## config.mk

```make
export PLATFORM = sky130hd
export DESIGN_NAME = web_speed_aux_functions
export DESIGN_NICKNAME = d
export VERILOG_FILES = /design/src/web_aux_pkg.sv /design/src/ramp_if.sv /design/src/speed_ramp.sv /design/src/speed_match_detect.sv /design/src/web_speed_aux_functions.sv
export SDC_FILE = /design/constraint.sdc
export NUM_CORES = 2
export LEC_CHECK = 0
export ABC_AREA = 1
export BUFFER_PORTS_ARGS = -buffer_cell sky130_fd_sc_hd__buf_2
export CAP_MARGIN = 20
export CORE_MARGIN = 1
export CORE_UTILIZATION = 50
export DETAILED_ROUTE_END_ITERATION = 7
export GPL_ROUTABILITY_DRIVEN = 0
export GPL_TIMING_DRIVEN = 0
export HOLD_SLACK_MARGIN = 0.05
export PLACE_DENSITY = 0.68
export SYNTH_ARGS = -nofsm -noshare
export SYNTH_HDL_FRONTEND = slang
export SYNTH_SLANG_ARGS = --single-unit
export TNS_END_PERCENT = 20
```

## constraint.sdc

```tcl
create_clock -name mclk -period 11 [get_ports mclk]
set_input_delay 1.65 -clock mclk [delete_from_list [all_inputs] [get_ports mclk]]
set_output_delay 1.65 -clock mclk [all_outputs]
set_load 0.05 [all_outputs]
```

## src/web_aux_pkg.sv

```systemverilog
`default_nettype none
package web_aux_pkg;

  // Data widths
  localparam int SPD_W = 16;
  localparam int PCT_W = 10;
  localparam int TIME_W = 20;
  localparam int FUNC_W = 3;
  localparam int NUM_INPUTS = 7;
  localparam int OSEL_W = 2;
  localparam int PROD_W = SPD_W + PCT_W;

  // Percent settings are in 0.1 % steps
  localparam logic [PCT_W-1:0] PCT_FULL = 10'h3E8;
  localparam logic [PCT_W-1:0] PCT_ZERO = 10'h000;
  localparam logic [PCT_W-1:0] HYST_BAND = 10'h014;

  // Speed and time constants
  localparam logic [SPD_W-1:0] SPD_ZERO = 16'h0000;
  localparam logic [SPD_W-1:0] SPD_ONE = 16'h0001;
  localparam logic [SPD_W-1:0] SPD_MAX = 16'hFFFF;
  localparam logic [TIME_W-1:0] TIME_ZERO = 20'h00000;

  // Function codes of the assignable input terminals
  localparam logic [FUNC_W-1:0] IN_FN_NONE = 3'h0;
  localparam logic [FUNC_W-1:0] IN_FN_QUICK_STOP = 3'h1;
  localparam logic [FUNC_W-1:0] IN_FN_WEB_INCH = 3'h2;
  localparam logic [FUNC_W-1:0] IN_FN_TENSION_INHIBIT = 3'h3;
  localparam logic [FUNC_W-1:0] IN_FN_SPLICE = 3'h4;

  // Function codes of the assignable outputs
  localparam logic [OSEL_W-1:0] OUT_FN_NONE = 2'h0;
  localparam logic [OSEL_W-1:0] OUT_FN_SPEED_MATCH = 2'h1;

  // Ramp time base: times are counted in 10 ms units
  localparam int CLK_PERIOD_NS = 100;
  localparam int TICK_TIME_NS = 10000000;
  localparam int TICK_CYCLES = (TICK_TIME_NS + CLK_PERIOD_NS - 1) / CLK_PERIOD_NS;

  // Factory defaults of the settings, for the controller that drives them
  localparam logic DEF_CHECK_ON = 1'b0;
  localparam logic [PCT_W-1:0] DEF_THRESHOLD = 10'h000;
  localparam logic [TIME_W-1:0] DEF_QUICK_STOP_TIME = 20'h00064;
  localparam logic [PCT_W-1:0] DEF_INCH_SPEED = 10'h064;
  localparam logic DEF_RAMP_SELECT = 1'b1;
  localparam logic [TIME_W-1:0] DEF_INCH_TIME = 20'h001F4;
  localparam logic [PCT_W-1:0] DEF_SPLICE_PCT = 10'h000;

  // Operating modes
  typedef enum logic [3:0] {
    MODE_RUN = 4'b0001,
    MODE_INCH = 4'b0010,
    MODE_QSTOP = 4'b0100,
    MODE_HOLD = 4'b1000
  } mode_t;

  // Speed times percent, unscaled
  function automatic logic [PROD_W-1:0] pct_product(input logic [SPD_W-1:0] v, input logic [PCT_W-1:0] p);
    return {{PCT_W{1'b0}}, v} * {{SPD_W{1'b0}}, p};
  endfunction

  // Speed times percent, scaled and saturated
  function automatic logic [SPD_W-1:0] pct_of(input logic [SPD_W-1:0] v, input logic [PCT_W-1:0] p);
    logic [PROD_W-1:0] q;
    q = pct_product(v, p) / {{SPD_W{1'b0}}, PCT_FULL};
    return (q > {{PCT_W{1'b0}}, SPD_MAX}) ? SPD_MAX : q[SPD_W-1:0];
  endfunction

  // Saturating speed addition
  function automatic logic [SPD_W-1:0] sat_add(input logic [SPD_W-1:0] a, input logic [SPD_W-1:0] b);
    logic [SPD_W:0] s;
    s = {1'b0, a} + {1'b0, b};
    return s[SPD_W] ? SPD_MAX : s[SPD_W-1:0];
  endfunction

  // True when any terminal assigned to a function is on
  function automatic logic in_active(input logic [NUM_INPUTS-1:0] pins,
                                     input logic [NUM_INPUTS*FUNC_W-1:0] sel,
                                     input logic [FUNC_W-1:0] code);
    logic hit;
    hit = 1'b0;
    for (int i = 0; i < NUM_INPUTS; i++) begin
      if (pins[i] && (sel[i*FUNC_W +: FUNC_W] == code)) begin
        hit = 1'b1;
      end
    end
    return hit;
  endfunction

endpackage
`default_nettype wire

```

## src/ramp_if.sv

```systemverilog
`timescale 1ns/1ps
`default_nettype none
interface ramp_if;
  logic [web_aux_pkg::SPD_W-1:0] target;
  logic [web_aux_pkg::SPD_W-1:0] scale;
  logic [web_aux_pkg::TIME_W-1:0] accel_time;
  logic [web_aux_pkg::TIME_W-1:0] decel_time;
  logic [web_aux_pkg::SPD_W-1:0] speed;
  logic at_target;

  modport ctrl(output target, output scale, output accel_time, output decel_time, input speed, input at_target);
  modport ramp(input target, input scale, input accel_time, input decel_time, output speed, output at_target);
endinterface
`default_nettype wire

```

## src/speed_ramp.sv

```systemverilog
`timescale 1ns/1ps
`default_nettype none
module speed_ramp #(
  parameter int TICK_CYCLES = web_aux_pkg::TICK_CYCLES
) (
  input wire logic mclk,
  input wire logic resetn,
  ramp_if.ramp rp
);
  localparam int CNT_W = $clog2(TICK_CYCLES);
  localparam int CRD_W = web_aux_pkg::TIME_W + 2;

  logic [CNT_W-1:0] tick_cnt_r;
  logic [CNT_W-1:0] tick_cnt_nxt;
  logic [CRD_W-1:0] credit_r;
  logic [CRD_W-1:0] credit_nxt;
  logic [web_aux_pkg::SPD_W-1:0] speed_r;
  logic [web_aux_pkg::SPD_W-1:0] speed_nxt;
  wire logic tick;
  wire logic going_up;
  wire logic [web_aux_pkg::TIME_W-1:0] active_time;
  wire logic immediate;
  wire logic step;
  wire logic [CRD_W-1:0] credit_dec;
  wire logic [CRD_W-1:0] credit_inc;

  // Time base and ramp direction; a full-scale swing takes the active time
  assign tick = (tick_cnt_r == CNT_W'(TICK_CYCLES - 1));
  assign tick_cnt_nxt = tick ? '0 : tick_cnt_r + 1'b1;
  assign going_up = (rp.target > speed_r);
  assign active_time = going_up ? rp.accel_time : rp.decel_time;
  assign immediate = (active_time == web_aux_pkg::TIME_ZERO);
  assign step = (credit_r >= {2'b00, active_time});
  assign credit_dec = step ? {2'b00, active_time} : '0;
  assign credit_inc = tick ? {{(CRD_W - web_aux_pkg::SPD_W){1'b0}}, rp.scale} : '0;
  assign credit_nxt = rp.at_target ? '0 : credit_r - credit_dec + credit_inc;

  // One unit of speed each time the credit reaches the active time, zero time jumps at once
  always_comb begin
    speed_nxt = speed_r;
    if (immediate) begin
      speed_nxt = rp.target;
    end else if (step && !rp.at_target) begin
      speed_nxt = going_up ? speed_r + web_aux_pkg::SPD_ONE : speed_r - web_aux_pkg::SPD_ONE;
    end
  end

  assign rp.speed = speed_r;
  assign rp.at_target = (speed_r == rp.target);

  // State registers
  always_ff @(posedge mclk or negedge resetn) begin
    if (!resetn) begin
      tick_cnt_r <= '0;
      credit_r <= '0;
      speed_r <= web_aux_pkg::SPD_ZERO;
    end else begin
      tick_cnt_r <= tick_cnt_nxt;
      credit_r <= credit_nxt;
      speed_r <= speed_nxt;
    end
  end
endmodule
`default_nettype wire

```

## src/speed_match_detect.sv

```systemverilog
`timescale 1ns/1ps
`default_nettype none
module speed_match_detect (
  input wire logic mclk,
  input wire logic resetn,
  input wire logic check_on,
  input wire logic [web_aux_pkg::SPD_W-1:0] cmd_speed,
  input wire logic [web_aux_pkg::SPD_W-1:0] act_speed,
  input wire logic [web_aux_pkg::PCT_W-1:0] threshold,
  output logic flag_r
);
  logic flag_nxt;
  wire logic [web_aux_pkg::SPD_W-1:0] deviation;
  wire logic [web_aux_pkg::PCT_W-1:0] clear_level;
  wire logic [web_aux_pkg::PROD_W-1:0] dev_scaled;
  wire logic [web_aux_pkg::PROD_W-1:0] set_limit;
  wire logic [web_aux_pkg::PROD_W-1:0] clear_limit;

  // Magnitude of the deviation, either sign alike
  assign deviation = (cmd_speed >= act_speed) ? cmd_speed - act_speed : act_speed - cmd_speed;
  // Limits as percent of the present command, clear point one band lower
  assign clear_level = (threshold > web_aux_pkg::HYST_BAND) ? threshold - web_aux_pkg::HYST_BAND
                                                            : web_aux_pkg::PCT_ZERO;
  assign dev_scaled = web_aux_pkg::pct_product(deviation, web_aux_pkg::PCT_FULL);
  assign set_limit = web_aux_pkg::pct_product(cmd_speed, threshold);
  assign clear_limit = web_aux_pkg::pct_product(cmd_speed, clear_level);

  // Set above the level, hold inside the band, off when judgment is disabled
  always_comb begin
    flag_nxt = flag_r;
    if (!check_on) begin
      flag_nxt = 1'b0;
    end else if (dev_scaled > set_limit) begin
      flag_nxt = 1'b1;
    end else if (dev_scaled <= clear_limit) begin
      flag_nxt = 1'b0;
    end
  end

  // Flag register
  always_ff @(posedge mclk or negedge resetn) begin
    if (!resetn) begin
      flag_r <= 1'b0;
    end else begin
      flag_r <= flag_nxt;
    end
  end
endmodule
`default_nettype wire

```

## src/web_speed_aux_functions.sv

```systemverilog
`timescale 1ns/1ps
`default_nettype none
module web_speed_aux_functions #(
  parameter int TICK_CYCLES = web_aux_pkg::TICK_CYCLES
) (
  input wire logic mclk,
  input wire logic resetn,
  input wire logic [web_aux_pkg::NUM_INPUTS-1:0] assignable_inputs,
  input wire logic [web_aux_pkg::NUM_INPUTS*web_aux_pkg::FUNC_W-1:0] input_func_sel,
  input wire logic [web_aux_pkg::SPD_W-1:0] line_speed_cmd,
  input wire logic [web_aux_pkg::SPD_W-1:0] actual_line_speed,
  input wire logic [web_aux_pkg::SPD_W-1:0] motor_top_speed,
  input wire logic speed_match_check_on,
  input wire logic [web_aux_pkg::PCT_W-1:0] speed_match_threshold,
  input wire logic [web_aux_pkg::TIME_W-1:0] quick_stop_time,
  input wire logic [web_aux_pkg::PCT_W-1:0] inch_speed_pct,
  input wire logic inch_ramp_select,
  input wire logic [web_aux_pkg::TIME_W-1:0] inch_accel_time,
  input wire logic [web_aux_pkg::TIME_W-1:0] inch_decel_time,
  input wire logic [web_aux_pkg::TIME_W-1:0] base_accel_time,
  input wire logic [web_aux_pkg::TIME_W-1:0] base_decel_time,
  input wire logic [web_aux_pkg::PCT_W-1:0] splice_pct,
  input wire logic [web_aux_pkg::OSEL_W-1:0] assignable_output_sel,
  input wire logic [web_aux_pkg::OSEL_W-1:0] open_collector_output_sel,
  output logic [web_aux_pkg::SPD_W-1:0] speed_cmd_out,
  output logic aux_out,
  output logic oc_out,
  output logic speed_match_flag,
  output logic pid_run,
  output logic diameter_calc_on,
  output logic tension_hold,
  output logic splice_active,
  output logic inch_active,
  output logic quick_stop_active,
  output logic standstill
);

  ramp_if rp();

  web_aux_pkg::mode_t mode_r;
  web_aux_pkg::mode_t mode_nxt;
  logic [web_aux_pkg::SPD_W-1:0] qstop_scale_r;
  logic [web_aux_pkg::SPD_W-1:0] qstop_scale_nxt;
  logic aux_out_r;
  logic oc_out_r;
  logic pid_run_r;
  logic diameter_calc_on_r;
  logic tension_hold_r;
  logic splice_active_r;
  logic inch_active_r;
  logic quick_stop_active_r;
  logic standstill_r;
  logic [web_aux_pkg::SPD_W-1:0] target_sel;
  logic [web_aux_pkg::SPD_W-1:0] scale_sel;
  logic [web_aux_pkg::TIME_W-1:0] accel_sel;
  logic [web_aux_pkg::TIME_W-1:0] decel_sel;
  wire logic match_flag;
  wire logic qstop_in;
  wire logic inch_in;
  wire logic inhibit_in;
  wire logic splice_in;
  wire logic in_run;
  wire logic in_inch;
  wire logic in_qstop;
  wire logic in_hold;
  wire logic splice_on;
  wire logic [web_aux_pkg::SPD_W-1:0] inch_target;
  wire logic [web_aux_pkg::SPD_W-1:0] splice_boost;
  wire logic [web_aux_pkg::SPD_W-1:0] run_target;
  wire logic [web_aux_pkg::TIME_W-1:0] inch_accel_sel;
  wire logic [web_aux_pkg::TIME_W-1:0] inch_decel_sel;
  wire logic at_zero;

  // Terminal functions decoded from the assignable inputs
  assign qstop_in = web_aux_pkg::in_active(assignable_inputs, input_func_sel, web_aux_pkg::IN_FN_QUICK_STOP);
  assign inch_in = web_aux_pkg::in_active(assignable_inputs, input_func_sel, web_aux_pkg::IN_FN_WEB_INCH);
  assign inhibit_in = web_aux_pkg::in_active(assignable_inputs, input_func_sel, web_aux_pkg::IN_FN_TENSION_INHIBIT);
  assign splice_in = web_aux_pkg::in_active(assignable_inputs, input_func_sel, web_aux_pkg::IN_FN_SPLICE);

  // Mode decode
  assign in_run = (mode_r == web_aux_pkg::MODE_RUN);
  assign in_inch = (mode_r == web_aux_pkg::MODE_INCH);
  assign in_qstop = (mode_r == web_aux_pkg::MODE_QSTOP);
  assign in_hold = (mode_r == web_aux_pkg::MODE_HOLD);
  assign at_zero = (rp.speed == web_aux_pkg::SPD_ZERO);

  // Inching speed as percent of the top motor speed
  assign inch_target = web_aux_pkg::pct_of(motor_top_speed, inch_speed_pct);

  // Splice boost on the line command, never while inching
  assign splice_on = splice_in && !inch_in && in_run;
  assign splice_boost = web_aux_pkg::pct_of(line_speed_cmd, splice_pct);
  assign run_target = splice_on ? web_aux_pkg::sat_add(line_speed_cmd, splice_boost) : line_speed_cmd;

  // Inching ramp times: dedicated pair or the base pair
  assign inch_accel_sel = inch_ramp_select ? inch_accel_time : base_accel_time;
  assign inch_decel_sel = inch_ramp_select ? inch_decel_time : base_decel_time;

  // Mode sequencing; quick stop wins over inching, inching over normal run
  always_comb begin
    mode_nxt = mode_r;
    case (mode_r)
      web_aux_pkg::MODE_RUN: begin
        if (qstop_in) begin
          mode_nxt = web_aux_pkg::MODE_QSTOP;
        end else if (inch_in) begin
          mode_nxt = web_aux_pkg::MODE_INCH;
        end
      end
      web_aux_pkg::MODE_INCH: begin
        if (qstop_in) begin
          mode_nxt = web_aux_pkg::MODE_QSTOP;
        end else if (!inch_in) begin
          mode_nxt = web_aux_pkg::MODE_RUN;
        end
      end
      web_aux_pkg::MODE_QSTOP: begin
        if (!qstop_in) begin
          mode_nxt = web_aux_pkg::MODE_RUN;
        end else if (at_zero) begin
          mode_nxt = web_aux_pkg::MODE_HOLD;
        end
      end
      web_aux_pkg::MODE_HOLD: begin
        if (!qstop_in) begin
          mode_nxt = web_aux_pkg::MODE_RUN;
        end
      end
      default: begin
        mode_nxt = web_aux_pkg::MODE_RUN;
      end
    endcase
  end

  // Speed at the start of a quick stop sets the slope, so any speed stops in the same time
  always_comb begin
    qstop_scale_nxt = qstop_scale_r;
    if (!in_qstop && (mode_nxt == web_aux_pkg::MODE_QSTOP)) begin
      qstop_scale_nxt = rp.speed;
    end
  end

  // Ramp target, slope scale and ramp times per mode
  always_comb begin
    target_sel = run_target;
    scale_sel = motor_top_speed;
    accel_sel = base_accel_time;
    decel_sel = base_decel_time;
    case (mode_r)
      web_aux_pkg::MODE_RUN: begin
        target_sel = run_target;
      end
      web_aux_pkg::MODE_INCH: begin
        target_sel = inch_target;
        accel_sel = inch_accel_sel;
        decel_sel = inch_decel_sel;
      end
      web_aux_pkg::MODE_QSTOP, web_aux_pkg::MODE_HOLD: begin
        target_sel = web_aux_pkg::SPD_ZERO;
        scale_sel = qstop_scale_r;
        decel_sel = quick_stop_time;
      end
      default: begin
        target_sel = web_aux_pkg::SPD_ZERO;
      end
    endcase
  end

  assign rp.target = target_sel;
  assign rp.scale = scale_sel;
  assign rp.accel_time = accel_sel;
  assign rp.decel_time = decel_sel;

  // Linear ramp generator
  speed_ramp #(
    .TICK_CYCLES(TICK_CYCLES)
  ) speed_ramp_inst (
    .mclk(mclk),
    .resetn(resetn),
    .rp(rp.ramp)
  );

  // Deviation judgment between line command and actual line speed
  speed_match_detect speed_match_detect_inst (
    .mclk(mclk),
    .resetn(resetn),
    .check_on(speed_match_check_on),
    .cmd_speed(line_speed_cmd),
    .act_speed(actual_line_speed),
    .threshold(speed_match_threshold),
    .flag_r(match_flag)
  );

  // Mode and slope registers
  always_ff @(posedge mclk or negedge resetn) begin
    if (!resetn) begin
      mode_r <= web_aux_pkg::MODE_RUN;
      qstop_scale_r <= web_aux_pkg::SPD_ZERO;
    end else begin
      mode_r <= mode_nxt;
      qstop_scale_r <= qstop_scale_nxt;
    end
  end

  // Assignable status outputs follow their function selects
  always_ff @(posedge mclk or negedge resetn) begin
    if (!resetn) begin
      aux_out_r <= 1'b0;
      oc_out_r <= 1'b0;
    end else begin
      aux_out_r <= (assignable_output_sel == web_aux_pkg::OUT_FN_SPEED_MATCH) && match_flag;
      oc_out_r <= (open_collector_output_sel == web_aux_pkg::OUT_FN_SPEED_MATCH) && match_flag;
    end
  end

  // Loop and status outputs; tension is never released by a quick stop
  always_ff @(posedge mclk or negedge resetn) begin
    if (!resetn) begin
      pid_run_r <= 1'b0;
      diameter_calc_on_r <= 1'b0;
      tension_hold_r <= 1'b0;
      splice_active_r <= 1'b0;
      inch_active_r <= 1'b0;
      quick_stop_active_r <= 1'b0;
      standstill_r <= 1'b0;
    end else begin
      pid_run_r <= !inhibit_in;
      diameter_calc_on_r <= !in_inch;
      tension_hold_r <= in_qstop || in_hold;
      splice_active_r <= splice_on;
      inch_active_r <= in_inch;
      quick_stop_active_r <= in_qstop || in_hold;
      standstill_r <= in_hold;
    end
  end

  assign speed_cmd_out = rp.speed;
  assign speed_match_flag = match_flag;
  assign aux_out = aux_out_r;
  assign oc_out = oc_out_r;
  assign pid_run = pid_run_r;
  assign diameter_calc_on = diameter_calc_on_r;
  assign tension_hold = tension_hold_r;
  assign splice_active = splice_active_r;
  assign inch_active = inch_active_r;
  assign quick_stop_active = quick_stop_active_r;
  assign standstill = standstill_r;

endmodule
`default_nettype wire

```

==> summary.txt <==
Run status
  – Status: finished, violations left
  – Failing checks: setup timing

Global route
  – First-pass GRT wire length: 205 mm
  – Number of global-route vias before repair: 39100
  – Remaining Overflow, GRT: 0
  – GRT Resource Usage Total: 31.1%
  – Largest net degree at the start of global routing: 66
  – Initial antenna violation count: 5

Clock network
  – TritonCTS Buffers: 9
  – H-tree levels: 3
  – CTS tree: built
  – Sink Count: 84
  – CTS Hold Bufs: 0
  – Root Buffer Master: clkbuf_16
  – Clock buffer depth: 2
  – Reg clk slew, reported paths: 80 ps
  – Worst-Skew Late Latency: 360 ps

Worst setup path
  – FF-to-FF Start: mode_r[0]
  – WP data required: 11210 ps
  – Crit end category: register
  – Critical-path top delay cell: fa_1
  – R2r setup slk: 810 ps
  – Worst Path Buf+Inv: 35
  – Worst reg2reg endpoint: speed_ramp_inst.credit_r[21]
  – Most common cell on crit path: nand2_4
  – Largest delay share family, worst path: simple AND/OR/NAND/NOR gates
  – Setup crit start kind: input port
  – Critical path arrival: 25790 ps
  – Crit path largest cell delay: 550 ps
  – Max FO, Critical Path: 8
  – Reg2reg path depth: 65
  – Worst Path Class, Setup: in -> reg

Floorplan
  – Die ar.: 83300 sq um
  – Initial Util: 50.7%
  – # IOs: 240
  – Die Y: 289 um
  – Num rows: 104
  – Core area: 80900 sq um
  – Width of the die: 289 um

Detailed routing
  – Top Metal Used: met5
  – DR WL/cell: 17.5 um
  – Met2 wire length: 61.3 mm
  – Via count: 41000
  – WL met1: 54.3 mm
  – Met3 WL: 11.8 mm
  – Vias per Instance: 5.38
  – Final ANT Viol Nets: 0
  – Pre-antenna DRT Iters: 6
  – DRC: 0
  – Routed WL: 133 mm
  – Initial DRC count: 3033

Timing
  – RSZ-0062 raised after global routing: true
  – Final Cycle Share: 233%
  – Final hold violations: 0
  – Slew @ Worst Pin: 1050 ps
  – Setup ws final: -14580 ps
  – Max Freq: 39.1 MHz
  – Setup Skew: 13.2 ps
  – Tmin final: 25580 ps
  – Fin. max-slew vios: 0
  – Slew margin rel.: 29.9%
  – Setup-failing EPs final: 38

Place
  – Post-DP HPWL: 101 mm
  – Port Buffers: 211

Layout
  – Final net count: 7741
  – Share of post-route cells with drive strength above 1: 21.5%
  – Final Util: 62.4%
  – Synthesis-to-finish area growth: 23.1%

Synth
  – Post-Syn Nets: 7161
  – Ys flop type: dfrtp_1
  – Combinational family with the most area after synthesis: adder cells
  – Post-synth cell types: 81
  – Proportion of synthesized area in mux cells: 0.195%
  – Share of synthesized flip-flops with an asynchronous set or reset: 100%
  – Synth Area in Adders: 39.4%
  – Post-synth EDFFs: 0
  – Yosys Warn Count: 0
  – Post-Synth Simple-Gate Area: 27.7%
  – Syn Inst Count: 5963
  – Post-synthesis compound-gate area fraction: 9.47%
  – Seq/Total Area, Yosys: 5.12%
  – Avg Cell Area, Syn: 6.89 sq um
  – Post-synthesis xor/xnor area fraction: 4.26%
  – Syn Std Cell Area: 41100 sq um
  – Yosys reg bits: 84

Hold path
  – Hold Crit Endpoint: speed_ramp_inst.tick_cnt_r[0]
  – Hold Path Depth: 1
  – Worst hold start: speed_ramp_inst.tick_cnt_r[0]
  – Hold Crit Class: reg -> reg

Run
  – Max-Cap Viols: 0
## worst max-delay path by stage
stage	end	cells past startpoint	from	slack (ps)
floorplan	speed_ramp_inst.credit_r[21]	187	splice_pct[1]	-11530
global placement	speed_ramp_inst.credit_r[21]	189	line_speed_cmd[15]	-15920
detailed placement	speed_ramp_inst.credit_r[21]	190	line_speed_cmd[15]	-16220
CTS	speed_ramp_inst.credit_r[21]	183	line_speed_cmd[7]	-13270
global route	speed_ramp_inst.credit_r[21]	190	line_speed_cmd[7]	-15880
finish	speed_ramp_inst.credit_r[21]	189	line_speed_cmd[7]	-14580
## flip-flops by register name, indices dropped and copies added, names as in the netlist, 4 cells and up
signal and count:
mode_r 4, speed_ramp_inst.rp.speed 16, speed_ramp_inst.credit_r 22, qstop_scale_r 16, speed_ramp_inst.tick_cnt_r 17
## Yosys cell counts, drive strengths merged, types with 58 or more instances
| master | count | area (sq um) |
|---|---|---|
| a21oi | 240 | 1220 |
| clkbuf | 151 | 577 |
| dfrtp | 83 | 2080 |
| fa | 514 | 10300 |
| ha | 470 | 5880 |
| inv | 1309 | 4920 |
| nand2 | 1656 | 6740 |
| nand3 | 332 | 1940 |
| nand4 | 66 | 425 |
| nor2 | 394 | 1700 |
| o21ai | 247 | 1300 |
| xnor2 | 58 | 508 |
| xor2 | 137 | 1240 |
## cell usage in the layout (no fill, tap or decap), types with 37 or more instances in the layout
cell type / instances
xnor2_1: 57
a21oi_1: 207
nor2_2: 59
buf_4: 333
nand2_4: 73
nand3_2: 55
clkbuf_16: 49
o21ai_1: 50
nand4_1: 64
nand3_1: 247
nor2_1: 297
dfrtp_1: 83
ha_1: 433
nand2_1: 1402
fa_1: 507
xor2_1: 127
o21ai_0: 140
inv_2: 77
inv_1: 1218
nor2_4: 37
buf_2: 198
clkbuf_1: 78
nand2_2: 173
## what timing repair did
item                                    in CTS  in global routing
resized for setup                          437                237
setup buffers                              260                 88
gates cloned                                 6                  1
endpoints found under the setup margin      39                 39
pin swaps                                  216                223
## cell type report
cell class / instances / area [sq um]
multi-input cells: 4388 / 35900
fillers: 7129 / 30400
inverters: 1321 / 5050
repair buffers: 569 / 4040
flip-flops and latches: 84 / 2100
plain buffers: 170 / 1790
well taps: 1060 / 1330
clock buffers: 9 / 225
clock inverters: 7 / 73.8
diodes: 6 / 15.0
## per-layer routing
layer	GRT usage (%)	up-vias
met5	0	-
met4	11.0	4
met3	5.52	335
met2	51.0	1666
met1	41.0	19500
li1	-	19500
## logic make-up after synthesis
logic type / after synthesis
simple gates: 2542
buf+inv: 1491
fa+ha+maj: 984
compound gates: 659
xor+xnor: 195
flops: 84
mux: 8
## stage by stage
step	instance area [sq um]	cells	worst slack [ps]	hold WS (ps)	setup TNS, ps
finish	50500	7614	-14580	468	-507750
global route	50500	7608	-15880	525	-550840
global placement	44400	7234	-15920	453	-528290
CTS	48800	7518	-13270	472	-464370
floorplan	42000	5963	-11530	432	-363370
detailed placement	44400	7236	-16220	464	-538950
Power is left out: the tool's default activity adds up to more than one toggle a clock period on the data nets, which glitch-free logic cannot reach.
